[config.mk]
export PLATFORM = sky130hd
export DESIGN_NAME = dit_mode_regs
export DESIGN_NICKNAME = d
export VERILOG_FILES = /design/src/dit_pkg.sv /design/src/dit_mode_regs.sv
export VERILOG_INCLUDE_DIRS = /design/src
export SDC_FILE = /design/constraint.sdc
export NUM_CORES = 1
export LEC_CHECK = 0
export BUFFER_PORTS_ARGS = -buffer_cell sky130_fd_sc_hd__clkbuf_2
export CELL_PAD_IN_SITES_DETAIL_PLACEMENT = 0
export CELL_PAD_IN_SITES_GLOBAL_PLACEMENT = 2
export CORE_ASPECT_RATIO = 0.6
export CORE_MARGIN = 3
export CORE_UTILIZATION = 32
export CTS_CLUSTER_DIAMETER = 40
export DETAILED_ROUTE_END_ITERATION = 10
export HOLD_SLACK_MARGIN = 0.03
export PLACE_DENSITY = 0.79
export SETUP_SLACK_MARGIN = 0.1
export SLEW_MARGIN = 20
export SYNTH_ARGS = -nofsm -noshare
export SYNTH_HDL_FRONTEND = slang
export SYNTH_SLANG_ARGS = --single-unit
[constraint.sdc]
create_clock -name sys_clk_in -period 4.2 [get_ports sys_clk_in]
set_clock_uncertainty 0.15 [all_clocks]
set_input_delay 0.63 -clock sys_clk_in [delete_from_list [all_inputs] [get_ports sys_clk_in]]
set_output_delay 0.63 -clock sys_clk_in [all_outputs]
set_load 0.01 [all_outputs]
[src/dit_defs.svh]
`ifndef DIT_DEFS_SVH
`define DIT_DEFS_SVH

// mode register addresses
`define DIT_MA_IO_CFG 6'h03
`define DIT_MA_TEMP 6'h04
`define DIT_MA_MAKER 6'h05

// reset values
`define DIT_IO_CFG_RST 8'h31
`define DIT_TEMP_CTL_RST 4'h0
`define DIT_RATE_RST 3'h3
`define DIT_MRR_IDLE 8'h00

// field positions in the op-code byte
`define DIT_IO_PROTECT_BIT 2
`define DIT_TEMP_TUF_BIT 7
`define DIT_TEMP_CTL_HI 6
`define DIT_TEMP_CTL_LO 3
`define DIT_TEMP_ENTRY_BIT 4
`define DIT_RATE_HI 2

// reserved codes
`define DIT_PULLDOWN_DRIVE_STRENGTH_RSV_LO 3'h0
`define DIT_PULLDOWN_DRIVE_STRENGTH_RSV_HI 3'h7
`define DIT_TOFS_RSV 2'h3

// identification code, arbitrary neutral value
`define DIT_MAKER_CODE 8'h5A

`endif

[src/dit_pkg.sv]
`default_nettype none

package dit_pkg;

  // mode register command from the command/address decoder
  typedef struct packed {
    logic mrw;
    logic mrr;
    logic [5:0] addr;
    logic [7:0] op;
  } dit_cmd_t;

  // mode register read answer
  typedef struct packed {
    logic valid;
    logic [7:0] data;
  } dit_mrr_t;

  // i/o configuration byte, bit 7 down to bit 0
  typedef struct packed {
    logic write_bus_inversion_en;
    logic read_bus_inversion_en;
    logic [2:0] pulldown_drive_strength;
    logic repair_protect;
    logic write_postamble_sel;
    logic pullup_cal_point;
  } dit_io_cfg_t;

  // writable part of the temperature register, bit 6 down to bit 3
  typedef struct packed {
    logic [1:0] thermal_offset;
    logic repair_entry;
    logic self_refresh_abort;
  } dit_temp_ctl_t;

  // refresh-rate codes
  typedef enum logic [2:0] {
    DIT_RATE_COLD_LIMIT = 3'h0,
    DIT_RATE_X4 = 3'h1,
    DIT_RATE_X2 = 3'h2,
    DIT_RATE_X1 = 3'h3,
    DIT_RATE_HALF = 3'h4,
    DIT_RATE_QUARTER = 3'h5,
    DIT_RATE_QUARTER_DERATE = 3'h6,
    DIT_RATE_HOT_LIMIT = 3'h7
  } dit_rate_t;

endpackage

`default_nettype wire

[src/dit_mode_regs.sv]
`timescale 1ns/1ps
`default_nettype none
`include "dit_defs.svh"

module dit_mode_regs
  import dit_pkg::*;
#(
  parameter logic [7:0] MAKER_CODE = `DIT_MAKER_CODE // arbitrary value
)
(
  input wire logic sys_clk_in,
  input wire logic reset_in,
  input wire dit_cmd_t cmd_in,
  input wire logic write_set_point_sel_in,
  input wire logic operating_set_point_sel_in,
  input wire logic init_done_in,
  input wire logic [2:0] sensor_rate_in,
  input wire logic derate_req_in,
  output var dit_mrr_t mrr_out,
  output var dit_io_cfg_t active_io_cfg_out,
  output var dit_temp_ctl_t temp_ctl_out,
  output logic [2:0] refresh_rate_out,
  output logic temp_update_flag_out,
  output logic above_85c_out,
  output logic mrw_refused_out
);

  // merge a write into one i/o copy; a reserved drive code keeps the old one
  function automatic dit_io_cfg_t io_merge(input dit_io_cfg_t old_cfg,
                                           input logic [7:0] op);
    dit_io_cfg_t res;
    res = dit_io_cfg_t'(op);
    if ((res.pulldown_drive_strength == `DIT_PULLDOWN_DRIVE_STRENGTH_RSV_LO) ||
        (res.pulldown_drive_strength == `DIT_PULLDOWN_DRIVE_STRENGTH_RSV_HI))
    begin
      res.pulldown_drive_strength = old_cfg.pulldown_drive_strength;
    end
    // protection lives in one sticky flop shared by both copies
    res.repair_protect = 1'b0;
    return res;
  endfunction

  // insert the sticky protection bit into a copy for reads and operation
  function automatic dit_io_cfg_t io_view(input dit_io_cfg_t cfg,
                                          input logic protect);
    dit_io_cfg_t res;
    res = cfg;
    res.repair_protect = protect;
    return res;
  endfunction

  dit_io_cfg_t io_copy0_ff;
  dit_io_cfg_t io_copy1_ff;
  dit_io_cfg_t nxt_io_copy0;
  dit_io_cfg_t nxt_io_copy1;
  dit_io_cfg_t active_io_ff;
  dit_io_cfg_t io_rd_view;
  dit_io_cfg_t io_wr_val;
  dit_temp_ctl_t temp_ctl_ff;
  dit_temp_ctl_t nxt_temp_ctl;
  dit_temp_ctl_t temp_wr_val;
  dit_mrr_t mrr_ff;
  logic protect_ff;
  logic nxt_protect;
  logic [2:0] rate_ff;
  logic [2:0] nxt_rate;
  logic [2:0] sensed_rate;
  logic tuf_ff;
  logic nxt_tuf;
  logic refused_ff;
  logic [7:0] rd_data;

  // command decode
  wire io_wr = cmd_in.mrw && (cmd_in.addr == `DIT_MA_IO_CFG);
  wire temp_wr_hit = cmd_in.mrw && (cmd_in.addr == `DIT_MA_TEMP);
  wire temp_rd = cmd_in.mrr && (cmd_in.addr == `DIT_MA_TEMP);
  wire entry_req = cmd_in.op[`DIT_TEMP_ENTRY_BIT];
  // the whole write is dropped, so no side field changes behind a refusal
  wire entry_blocked = temp_wr_hit && protect_ff && entry_req;
  wire temp_wr = temp_wr_hit && !entry_blocked;
  wire io_wr0 = io_wr && !write_set_point_sel_in;
  wire io_wr1 = io_wr && write_set_point_sel_in;
  assign io_wr_val = dit_io_cfg_t'(cmd_in.op);

  // set-point copies: only the write-selected one takes the write
  assign nxt_io_copy0 = io_wr0 ? io_merge(io_copy0_ff, cmd_in.op) : io_copy0_ff;
  assign nxt_io_copy1 = io_wr1 ? io_merge(io_copy1_ff, cmd_in.op) : io_copy1_ff;

  // protection only ever sets; a write of 0 has no path to clear it
  assign nxt_protect = protect_ff | (io_wr & cmd_in.op[`DIT_IO_PROTECT_BIT]);

  // temperature register write: bits 6..3 only, reserved offset keeps old value
  assign temp_wr_val = dit_temp_ctl_t'(cmd_in.op[`DIT_TEMP_CTL_HI:`DIT_TEMP_CTL_LO]);
  always_comb
  begin
    nxt_temp_ctl = temp_ctl_ff;
    if (temp_wr)
    begin
      nxt_temp_ctl.self_refresh_abort = temp_wr_val.self_refresh_abort;
      nxt_temp_ctl.repair_entry = temp_wr_val.repair_entry;
      if (temp_wr_val.thermal_offset != `DIT_TOFS_RSV)
      begin
        nxt_temp_ctl.thermal_offset = temp_wr_val.thermal_offset;
      end
    end
  end

  // sensor code; the 0.25x region turns into the derated code on request
  assign sensed_rate = (derate_req_in && (sensor_rate_in == DIT_RATE_QUARTER)) ?
                       DIT_RATE_QUARTER_DERATE : sensor_rate_in;

  // rate holds its default until initialization is done
  assign nxt_rate = init_done_in ? sensed_rate : rate_ff;

  // a change sets the flag even in the cycle of a read, so no change is lost
  assign nxt_tuf = (nxt_rate != rate_ff) | (tuf_ff & ~temp_rd);

  // read data select
  assign io_rd_view = io_view(write_set_point_sel_in ? io_copy1_ff : io_copy0_ff,
                              protect_ff);
  assign rd_data =
    (cmd_in.addr == `DIT_MA_IO_CFG) ? 8'(io_rd_view) :
    (cmd_in.addr == `DIT_MA_TEMP) ? {tuf_ff, temp_ctl_ff, rate_ff} :
    (cmd_in.addr == `DIT_MA_MAKER) ? MAKER_CODE :
    `DIT_MRR_IDLE;

  // i/o configuration copies and sticky protection
  always_ff @(posedge sys_clk_in)
  begin
    if (reset_in)
    begin
      io_copy0_ff <= dit_io_cfg_t'(`DIT_IO_CFG_RST);
      io_copy1_ff <= dit_io_cfg_t'(`DIT_IO_CFG_RST);
      protect_ff <= 1'b0;
    end
    else
    begin
      io_copy0_ff <= nxt_io_copy0;
      io_copy1_ff <= nxt_io_copy1;
      protect_ff <= nxt_protect;
    end
  end

  // operating copy, taken from next values so a write shows on the same edge as in the copy
  always_ff @(posedge sys_clk_in)
  begin
    if (reset_in)
    begin
      active_io_ff <= dit_io_cfg_t'(`DIT_IO_CFG_RST);
    end
    else
    begin
      active_io_ff <= io_view(operating_set_point_sel_in ? nxt_io_copy1 : nxt_io_copy0,
                              nxt_protect);
    end
  end

  // temperature register
  always_ff @(posedge sys_clk_in)
  begin
    if (reset_in)
    begin
      temp_ctl_ff <= dit_temp_ctl_t'(`DIT_TEMP_CTL_RST);
      rate_ff <= `DIT_RATE_RST;
      tuf_ff <= 1'b0;
    end
    else
    begin
      temp_ctl_ff <= nxt_temp_ctl;
      rate_ff <= nxt_rate;
      tuf_ff <= nxt_tuf;
    end
  end

  // read answer and refusal pulse, one edge after the command
  always_ff @(posedge sys_clk_in)
  begin
    if (reset_in)
    begin
      mrr_ff <= '0;
      refused_ff <= 1'b0;
    end
    else
    begin
      mrr_ff.valid <= cmd_in.mrr;
      mrr_ff.data <= cmd_in.mrr ? rd_data : `DIT_MRR_IDLE;
      refused_ff <= entry_blocked;
    end
  end

  // outputs
  assign mrr_out = mrr_ff;
  assign active_io_cfg_out = active_io_ff;
  assign temp_ctl_out = temp_ctl_ff;
  assign refresh_rate_out = rate_ff;
  assign temp_update_flag_out = tuf_ff;
  assign above_85c_out = rate_ff[`DIT_RATE_HI];
  assign mrw_refused_out = refused_ff;

  // protection never falls once set
  a_protect_sticky: assert property (@(posedge sys_clk_in) disable iff (reset_in)
    protect_ff |=> protect_ff)
    else $error("repair protection cleared without reset");

  // a refused write leaves the whole temperature control untouched
  a_entry_refused: assert property (@(posedge sys_clk_in) disable iff (reset_in)
    (temp_wr_hit && protect_ff && entry_req) |=>
      (temp_ctl_out == $past(temp_ctl_out)) && mrw_refused_out)
    else $error("repair entry write taken while protected");

  // an accepted write sets repair entry to the written bit
  a_entry_write: assert property (@(posedge sys_clk_in) disable iff (reset_in)
    temp_wr |=> temp_ctl_out.repair_entry == $past(entry_req))
    else $error("repair entry does not follow write");

  // reserved drive codes leave the drive code of set point 0 unchanged
  a_pulldown_drive_strength_reserved: assert property (@(posedge sys_clk_in) disable iff (reset_in)
    (io_wr0 && (cmd_in.op[5:3] == `DIT_PULLDOWN_DRIVE_STRENGTH_RSV_LO || cmd_in.op[5:3] == `DIT_PULLDOWN_DRIVE_STRENGTH_RSV_HI))
      |=> $stable(io_copy0_ff.pulldown_drive_strength))
    else $error("reserved drive strength stored");

  // a write to set point 1 leaves set point 0 alone
  a_copy_isolation: assert property (@(posedge sys_clk_in) disable iff (reset_in)
    io_wr1 |=> $stable(io_copy0_ff))
    else $error("write reached the unselected copy");

  // operation follows the copy chosen by the operating select
  a_active_copy: assert property (@(posedge sys_clk_in) disable iff (reset_in)
    ##1 (active_io_cfg_out.pulldown_drive_strength ==
      ($past(operating_set_point_sel_in) ? io_copy1_ff.pulldown_drive_strength :
                                           io_copy0_ff.pulldown_drive_strength)))
    else $error("active copy is not the operating one");

  // any change of the rate raises the flag on the same edge; a reset is no change
  a_tuf_set: assert property (@(posedge sys_clk_in) disable iff (reset_in)
    (!$past(reset_in) && (refresh_rate_out != $past(refresh_rate_out))) |->
      temp_update_flag_out)
    else $error("rate changed without update flag");

  // a read with no fresh change clears the flag and returns the old one
  a_tuf_clear: assert property (@(posedge sys_clk_in) disable iff (reset_in)
    (temp_rd && (nxt_rate == rate_ff)) |=>
      !temp_update_flag_out && (mrr_out.data[`DIT_TEMP_TUF_BIT] == $past(tuf_ff)))
    else $error("update flag not cleared by read");

  // before initialization the rate stays put, and so does the flag unless a temperature read clears it
  a_rate_before_init: assert property (@(posedge sys_clk_in) disable iff (reset_in)
    (!init_done_in && !temp_rd) |=> $stable(refresh_rate_out) && $stable(temp_update_flag_out))
    else $error("rate moved before initialization");

  // derating request in the 0.25x region reports code 6
  a_derate_code: assert property (@(posedge sys_clk_in) disable iff (reset_in)
    (init_done_in && derate_req_in && sensor_rate_in == DIT_RATE_QUARTER) |=>
      refresh_rate_out == DIT_RATE_QUARTER_DERATE)
    else $error("derating not reported");

  // identification read always returns the maker code
  a_maker_read: assert property (@(posedge sys_clk_in) disable iff (reset_in)
    (cmd_in.mrr && cmd_in.addr == `DIT_MA_MAKER) |=>
      mrr_out.valid && (mrr_out.data == MAKER_CODE))
    else $error("maker code read wrong");

  // a temperature write never touches the rate or the flag bits
  a_temp_wr_mask: assert property (@(posedge sys_clk_in) disable iff (reset_in)
    (temp_wr && !init_done_in && !temp_rd) |=>
      $stable(refresh_rate_out) && $stable(temp_update_flag_out))
    else $error("temperature write reached read-only bits");

  // setting the protect bit in either copy turns protection on
  a_protect_set: assert property (@(posedge sys_clk_in) disable iff (reset_in)
    (io_wr && io_wr_val.repair_protect) |=> protect_ff)
    else $error("repair protection not set by write");

  // the postamble select lands in set point 0 as given
  a_postamble_write: assert property (@(posedge sys_clk_in) disable iff (reset_in)
    io_wr0 |=> io_copy0_ff.write_postamble_sel == $past(io_wr_val.write_postamble_sel))
    else $error("postamble select not stored");

  // bus inversion enables and pull-up point land in set point 1 as written
  a_io_fields: assert property (@(posedge sys_clk_in) disable iff (reset_in)
    io_wr1 |=>
      (io_copy1_ff.write_bus_inversion_en == $past(io_wr_val.write_bus_inversion_en)) &&
      (io_copy1_ff.read_bus_inversion_en == $past(io_wr_val.read_bus_inversion_en)) &&
      (io_copy1_ff.pullup_cal_point == $past(io_wr_val.pullup_cal_point)))
    else $error("i/o configuration fields not stored");

  // an i/o read shows the selected drive code and the shared protect bit
  a_io_read: assert property (@(posedge sys_clk_in) disable iff (reset_in)
    (cmd_in.mrr && cmd_in.addr == `DIT_MA_IO_CFG) |=>
      (mrr_out.data[`DIT_IO_PROTECT_BIT] == $past(protect_ff)) &&
      (mrr_out.data[5:3] == ($past(write_set_point_sel_in) ?
        $past(io_copy1_ff.pulldown_drive_strength) :
        $past(io_copy0_ff.pulldown_drive_strength))))
    else $error("i/o read shows the wrong copy");

  // temperature read returns the rate and flag as they stood
  a_temp_read: assert property (@(posedge sys_clk_in) disable iff (reset_in)
    temp_rd |=> mrr_out.valid && (mrr_out.data[2:0] == $past(refresh_rate_out)) &&
      (mrr_out.data[`DIT_TEMP_TUF_BIT] == $past(temp_update_flag_out)))
    else $error("temperature read data wrong");

  // codes above 1x mean above 85 C; 1x and below do not
  a_hot_code: assert property (@(posedge sys_clk_in) disable iff (reset_in)
    above_85c_out == (refresh_rate_out > DIT_RATE_X1))
    else $error("above-85 indication wrong");

  // right after reset the flag is clear and the rate sits at 1x
  a_tuf_reset: assert property (@(posedge sys_clk_in) disable iff (reset_in)
    $past(reset_in) |-> !temp_update_flag_out && (refresh_rate_out == DIT_RATE_X1))
    else $error("flag or rate wrong after reset");

  // reserved thermal offset keeps the old offset
  a_offset_reserved: assert property (@(posedge sys_clk_in) disable iff (reset_in)
    (temp_wr && temp_wr_val.thermal_offset == `DIT_TOFS_RSV) |=>
      $stable(temp_ctl_out.thermal_offset))
    else $error("reserved thermal offset stored");

  // self-refresh abort follows an accepted write
  a_abort_write: assert property (@(posedge sys_clk_in) disable iff (reset_in)
    temp_wr |=> temp_ctl_out.self_refresh_abort == $past(temp_wr_val.self_refresh_abort))
    else $error("self-refresh abort does not follow write");

  // a write to the identification register changes no state
  a_maker_write: assert property (@(posedge sys_clk_in) disable iff (reset_in)
    (cmd_in.mrw && cmd_in.addr == `DIT_MA_MAKER) |=>
      $stable(io_copy0_ff) && $stable(io_copy1_ff) && $stable(temp_ctl_ff) && $stable(protect_ff))
    else $error("identification write changed state");

endmodule

`default_nettype wire

Word level (Yosys, flattened, before mapping):

Index checks and enable logic that the tools add are counted.

* bitwise gates (word level): 6
* reductions and logical operators: 15
* equal/unequal tests: 7
* multiplexer cells: 11

Operator list (count)
* $mux W8: 6
* $eq A6 B3 Y1 const B: 2
* $mux W3: 4
* $logic_and A1 B1 Y1: 9
* $mux W7: 1
* $eq A3 B3 Y1 const B: 2
* $eq A6 B2 Y1 const B: 1
* $logic_not A3 Y1: 1
* $ne A3 B3 Y1: 1
* $and A1 B1 Y1: 2
* $logic_not A1 Y1: 2
* $ne A2 B2 Y1 const B: 1
* $not A1 Y1: 2
* $or A1 B1 Y1: 2
* $reduce_and A2 Y1: 1
* $reduce_or A2 Y1: 1
* $logic_or A1 B1 Y1: 1

* output and inout bits: 27
* flip-flop bits (word level): 42

Logic depth before layout (Yosys ltp):

* depth in word-level cells: 7
* mapped depth: 6
* depth with buffers taken out: 4

Worst setup path after synthesis:

No wires, ideal clock.

* path kind: input to register
* start point: input port cmd_in[11] in the netlist's numbering
* end point: register io_copy0_ff[3] in the netlist's numbering
* cell stages on the path: 5
* path slack: 1.745 ns
* path buffers: 1
* arrival: 2.235 ns
* cell sequence: or4b_4 -> or4b_4 -> buf_6 -> or3_1 -> a21oi_1

* longest elaborated chain between the ends: 4

RTL lines
* start, declared: line dit_mode_regs.sv:13 `input wire dit_cmd_t cmd_in,`
* $eq A6 B2 Y1 (no line)
* $logic_and A1 B1 Y1: line dit_mode_regs.sv:74 `` wire io_wr = cmd_in.mrw && (cmd_in.addr == `DIT_MA_IO_CFG); ``
* $logic_and A1 B1 Y1: line dit_mode_regs.sv:81 `wire io_wr0 = io_wr && !write_set_point_sel_in;`
* $mux W8: line dit_mode_regs.sv:86 `assign nxt_io_copy0 = io_wr0 ? io_merge(io_copy0_ff, cmd_in.op) : io_copy0_ff;`
* end signal, assigned: line dit_mode_regs.sv:132 `` io_copy0_ff <= dit_io_cfg_t'(`DIT_IO_CFG_RST); ``
* end signal, assigned: line dit_mode_regs.sv:138 `io_copy0_ff <= nxt_io_copy0;`
* end, declared: line dit_mode_regs.sv:52 `dit_io_cfg_t io_copy0_ff;`

No other way between the ends.
A chain may end at the register's enable or synchronous reset.

Final worst setup path:

* start point: input port cmd_in[11] in the netlist's numbering
* end point: register io_copy0_ff[4] in the netlist's numbering

The elaborated chain is that of the path after synthesis.

==> run metrics <==
fmax 429 MHz; vias in the first global route 1439; die height 63 um; most frequent CP cell or4b_4; final hold vios 0; Core Util, Final 0.414; maximum vdd drop 0.000160 V; row cnt 20; simple-gate area share of the yosys netlist 0.191; routed vias/inst 5.11; first-pass GRT wire length 7830 um; TNS Setup 0 ns; xor-xnor portion of the synthesized cell area 0.0152; # placed instances 292; first-pass iteration count of the detailed router 4; pin slew with the least headroom to its limit 0.757 ns; register area share after synthesis 0.462; routed vias 1533; largest family of logic cells by synthesized area simple AND/OR/NAND/NOR gates; post-DP HPWL 3610 um; Synth area leaders dfxtp_1 46%, mux2i_1 9.2%, nor2_1 4.1%; Synth cell types 39; WP buf/inv 1; Yosys top cell by area dfxtp_1; total routed wirelength 4870 um; Critical Path Fanout Max 10; gpl congestion around 0.75; io pins 52; clk buf depth 2; worst skew pair latency 0.30 ns; starting density of the core 0.336; critical path cell sequence clkbuf_2 -> or4b_4 -> or4b_4 -> o21ai_0 -> o311ai_0; die width 101 um; Rel. slew slack 0.493; Cell Pwr Density 378 nW/um2; fin nets around 260; hold_buf cts 0; final setup vio count 0; Syn Nets 212; clock period minus worst slack about 2.3 ns; Synth Area in Compound Gates 0.175; Max Slew Vio Count 0; number of synthesized register bits 40; number of CTS-inserted buffers 5; Core Box Area between 5000 and 6000 um2; H-tree depth 2; MaxCap Viol Count 0; CP max stage cell or4b_4; GRT overflow 0; YS warnings 0; leakage power total 0.939 nW; status finished clean; post-DR wirelength/cell between 15 and 20 um; CP max stage delay 0.64 ns; largest net degree at the start of global routing 21; CTS tree yes; Resized Gates After CTS 0; Post-synth ARST share 0; crit-path leading delay family simple AND/OR/NAND/NOR gates; HP Class reg2reg; mux contribution to synthesized area 0.112; Mapped Area approximately 1700 um2; Worst EP arrival around 2.3 ns; most common library cells after synthesis 40 x dfxtp_1, 19 x nor2_1, 16 x mux2i_1; part of the cycle the worst path needs 0.555; final std cells w/o fill 300; layout cell share with drive strength beyond 1 0.299; area delta synth->final 23.2%; clock sinks 40; Reg clk slew, reported paths 0.09 ns; most used flip-flop cell after synthesis dfxtp_1; drc violations 0; Post-synth EDFFs 0; drt initial violations 64; Crit. End Element flop; Synth Area in Adders 0; WS Path Type in2reg; post-route ant nets 0; Syn Inst Count roughly 190; antenna violations before repair 0; RSZ-0062 raised after global routing false; post-CTS setup buffers 0; Mean Syn Cell Area between 9 and 10 um2; IO Port Bufs 51; Antenna diodes 0; top-count cell post-synth dfxtp_1; required time of the critical path 4.20 ns; CTS Root Cell clkbuf_8; Tot GR Track Use 0.160; post-synth top area share 0.462; crit start category input port; die footprint roughly 6400 um2
## sequential cells by signal, indices dropped and copies added (netlist names)
name                  count
temp_update_flag_out      1
io_copy1_ff               7
temp_ctl_out              4
mrw_refused_out           1
mrr_out                   9
refresh_rate_out          3
active_io_cfg_out         8
io_copy0_ff               7
## cell usage in the layout, fill, tap and decap left out, drive strengths merged, types with 2 or more instances in the layout
cell and instances:
and2 4, mux2 3, a31oi 2, inv 4, o221a 2, o22ai 4
or3 3, nand3 11, o211ai 7, or4b 3, dfxtp 40, a221oi 4
o21ai 7, xor2 2, o311ai 2, mux2i 16, clkbuf 58, nor3 4
nor2 19, nand2b 2, a21oi 5, a22oi 6, nand2 15
## layer usage
metal | up-vias | GRT usage | share of wire
met1 | 706 | 0.255 | 0.56
met5 | - | 0 | 0
li1 | 775 | - | -
met3 | 5 | 0.0446 | 0.066
met4 | 0 | 0.0498 | 0.010
met2 | 47 | 0.200 | 0.36
## through the flow
step	setup slack [ns]	total power, mW	hold slack [ns]	instance area (um2)
5_1_grt	1.82	0.831	0.374	2140
6_report	1.87	0.807	0.365	2140
2_1_floorplan	1.74	0.433	0.311	1730
3_3_place_gp	1.60	0.465	0.345	2010
4_1_cts	1.88	0.810	0.364	2140
3_5_place_dp	1.55	0.464	0.352	2010
## area by class of cell
class | instances | area [um2]
Clock buffer | 7 | 96.3
Clock inverter | 1 | 30.0
Fill cell | 547 | 3020
Inverter | 4 | 15.0
Multi-Input combinational cell | 131 | 856
Sequential cell | 40 | 801
Tap cell | 66 | 82.6
Timing Repair Buffer | 51 | 255
## final timing paths
| kind | slack (ns) | depth (start not counted) | end | from |
|---|---|---|---|---|
| worst max-delay path | 1.87 | 5 | io_copy0_ff[4] | cmd_in[11] |
| worst min register to register | 0.36 | 2 | mrr_out[4] | temp_ctl_out[1] |
| worst max register to register | 2.69 | 3 | temp_update_flag_out | refresh_rate_out[0] |
| worst min-delay path | 0.36 | 2 | mrr_out[4] | temp_ctl_out[1] |
## power breakdown
group,switching [mW],leakage (nW),internal [mW]
clock,0.142,0.0645,0.210
sequential,0.00482,0.324,0.384
combinational,0.0414,0.550,0.0255
total,0.188,0.939,0.619
## worst register-to-register path, cell delays in order (launching register included)
cell     delay, ns
dfxtp_1       0.36
or4b_2        0.67
o31ai_1       0.09
o22ai_1       0.11
## logic make-up (layout without fill, tap and decap cells)
logic type / count (synthesis) / after routing
and+or+nand+nor: 66 / 66
AOI/OAI and AO/OA: 43 / 43
DFF: 40 / 40
muxes: 19 / 19
buffers and inverters: 16 / 63
xor gates and xnor gates: 3 / 3
No activity file was read; power rests on OpenSTA's default activity.
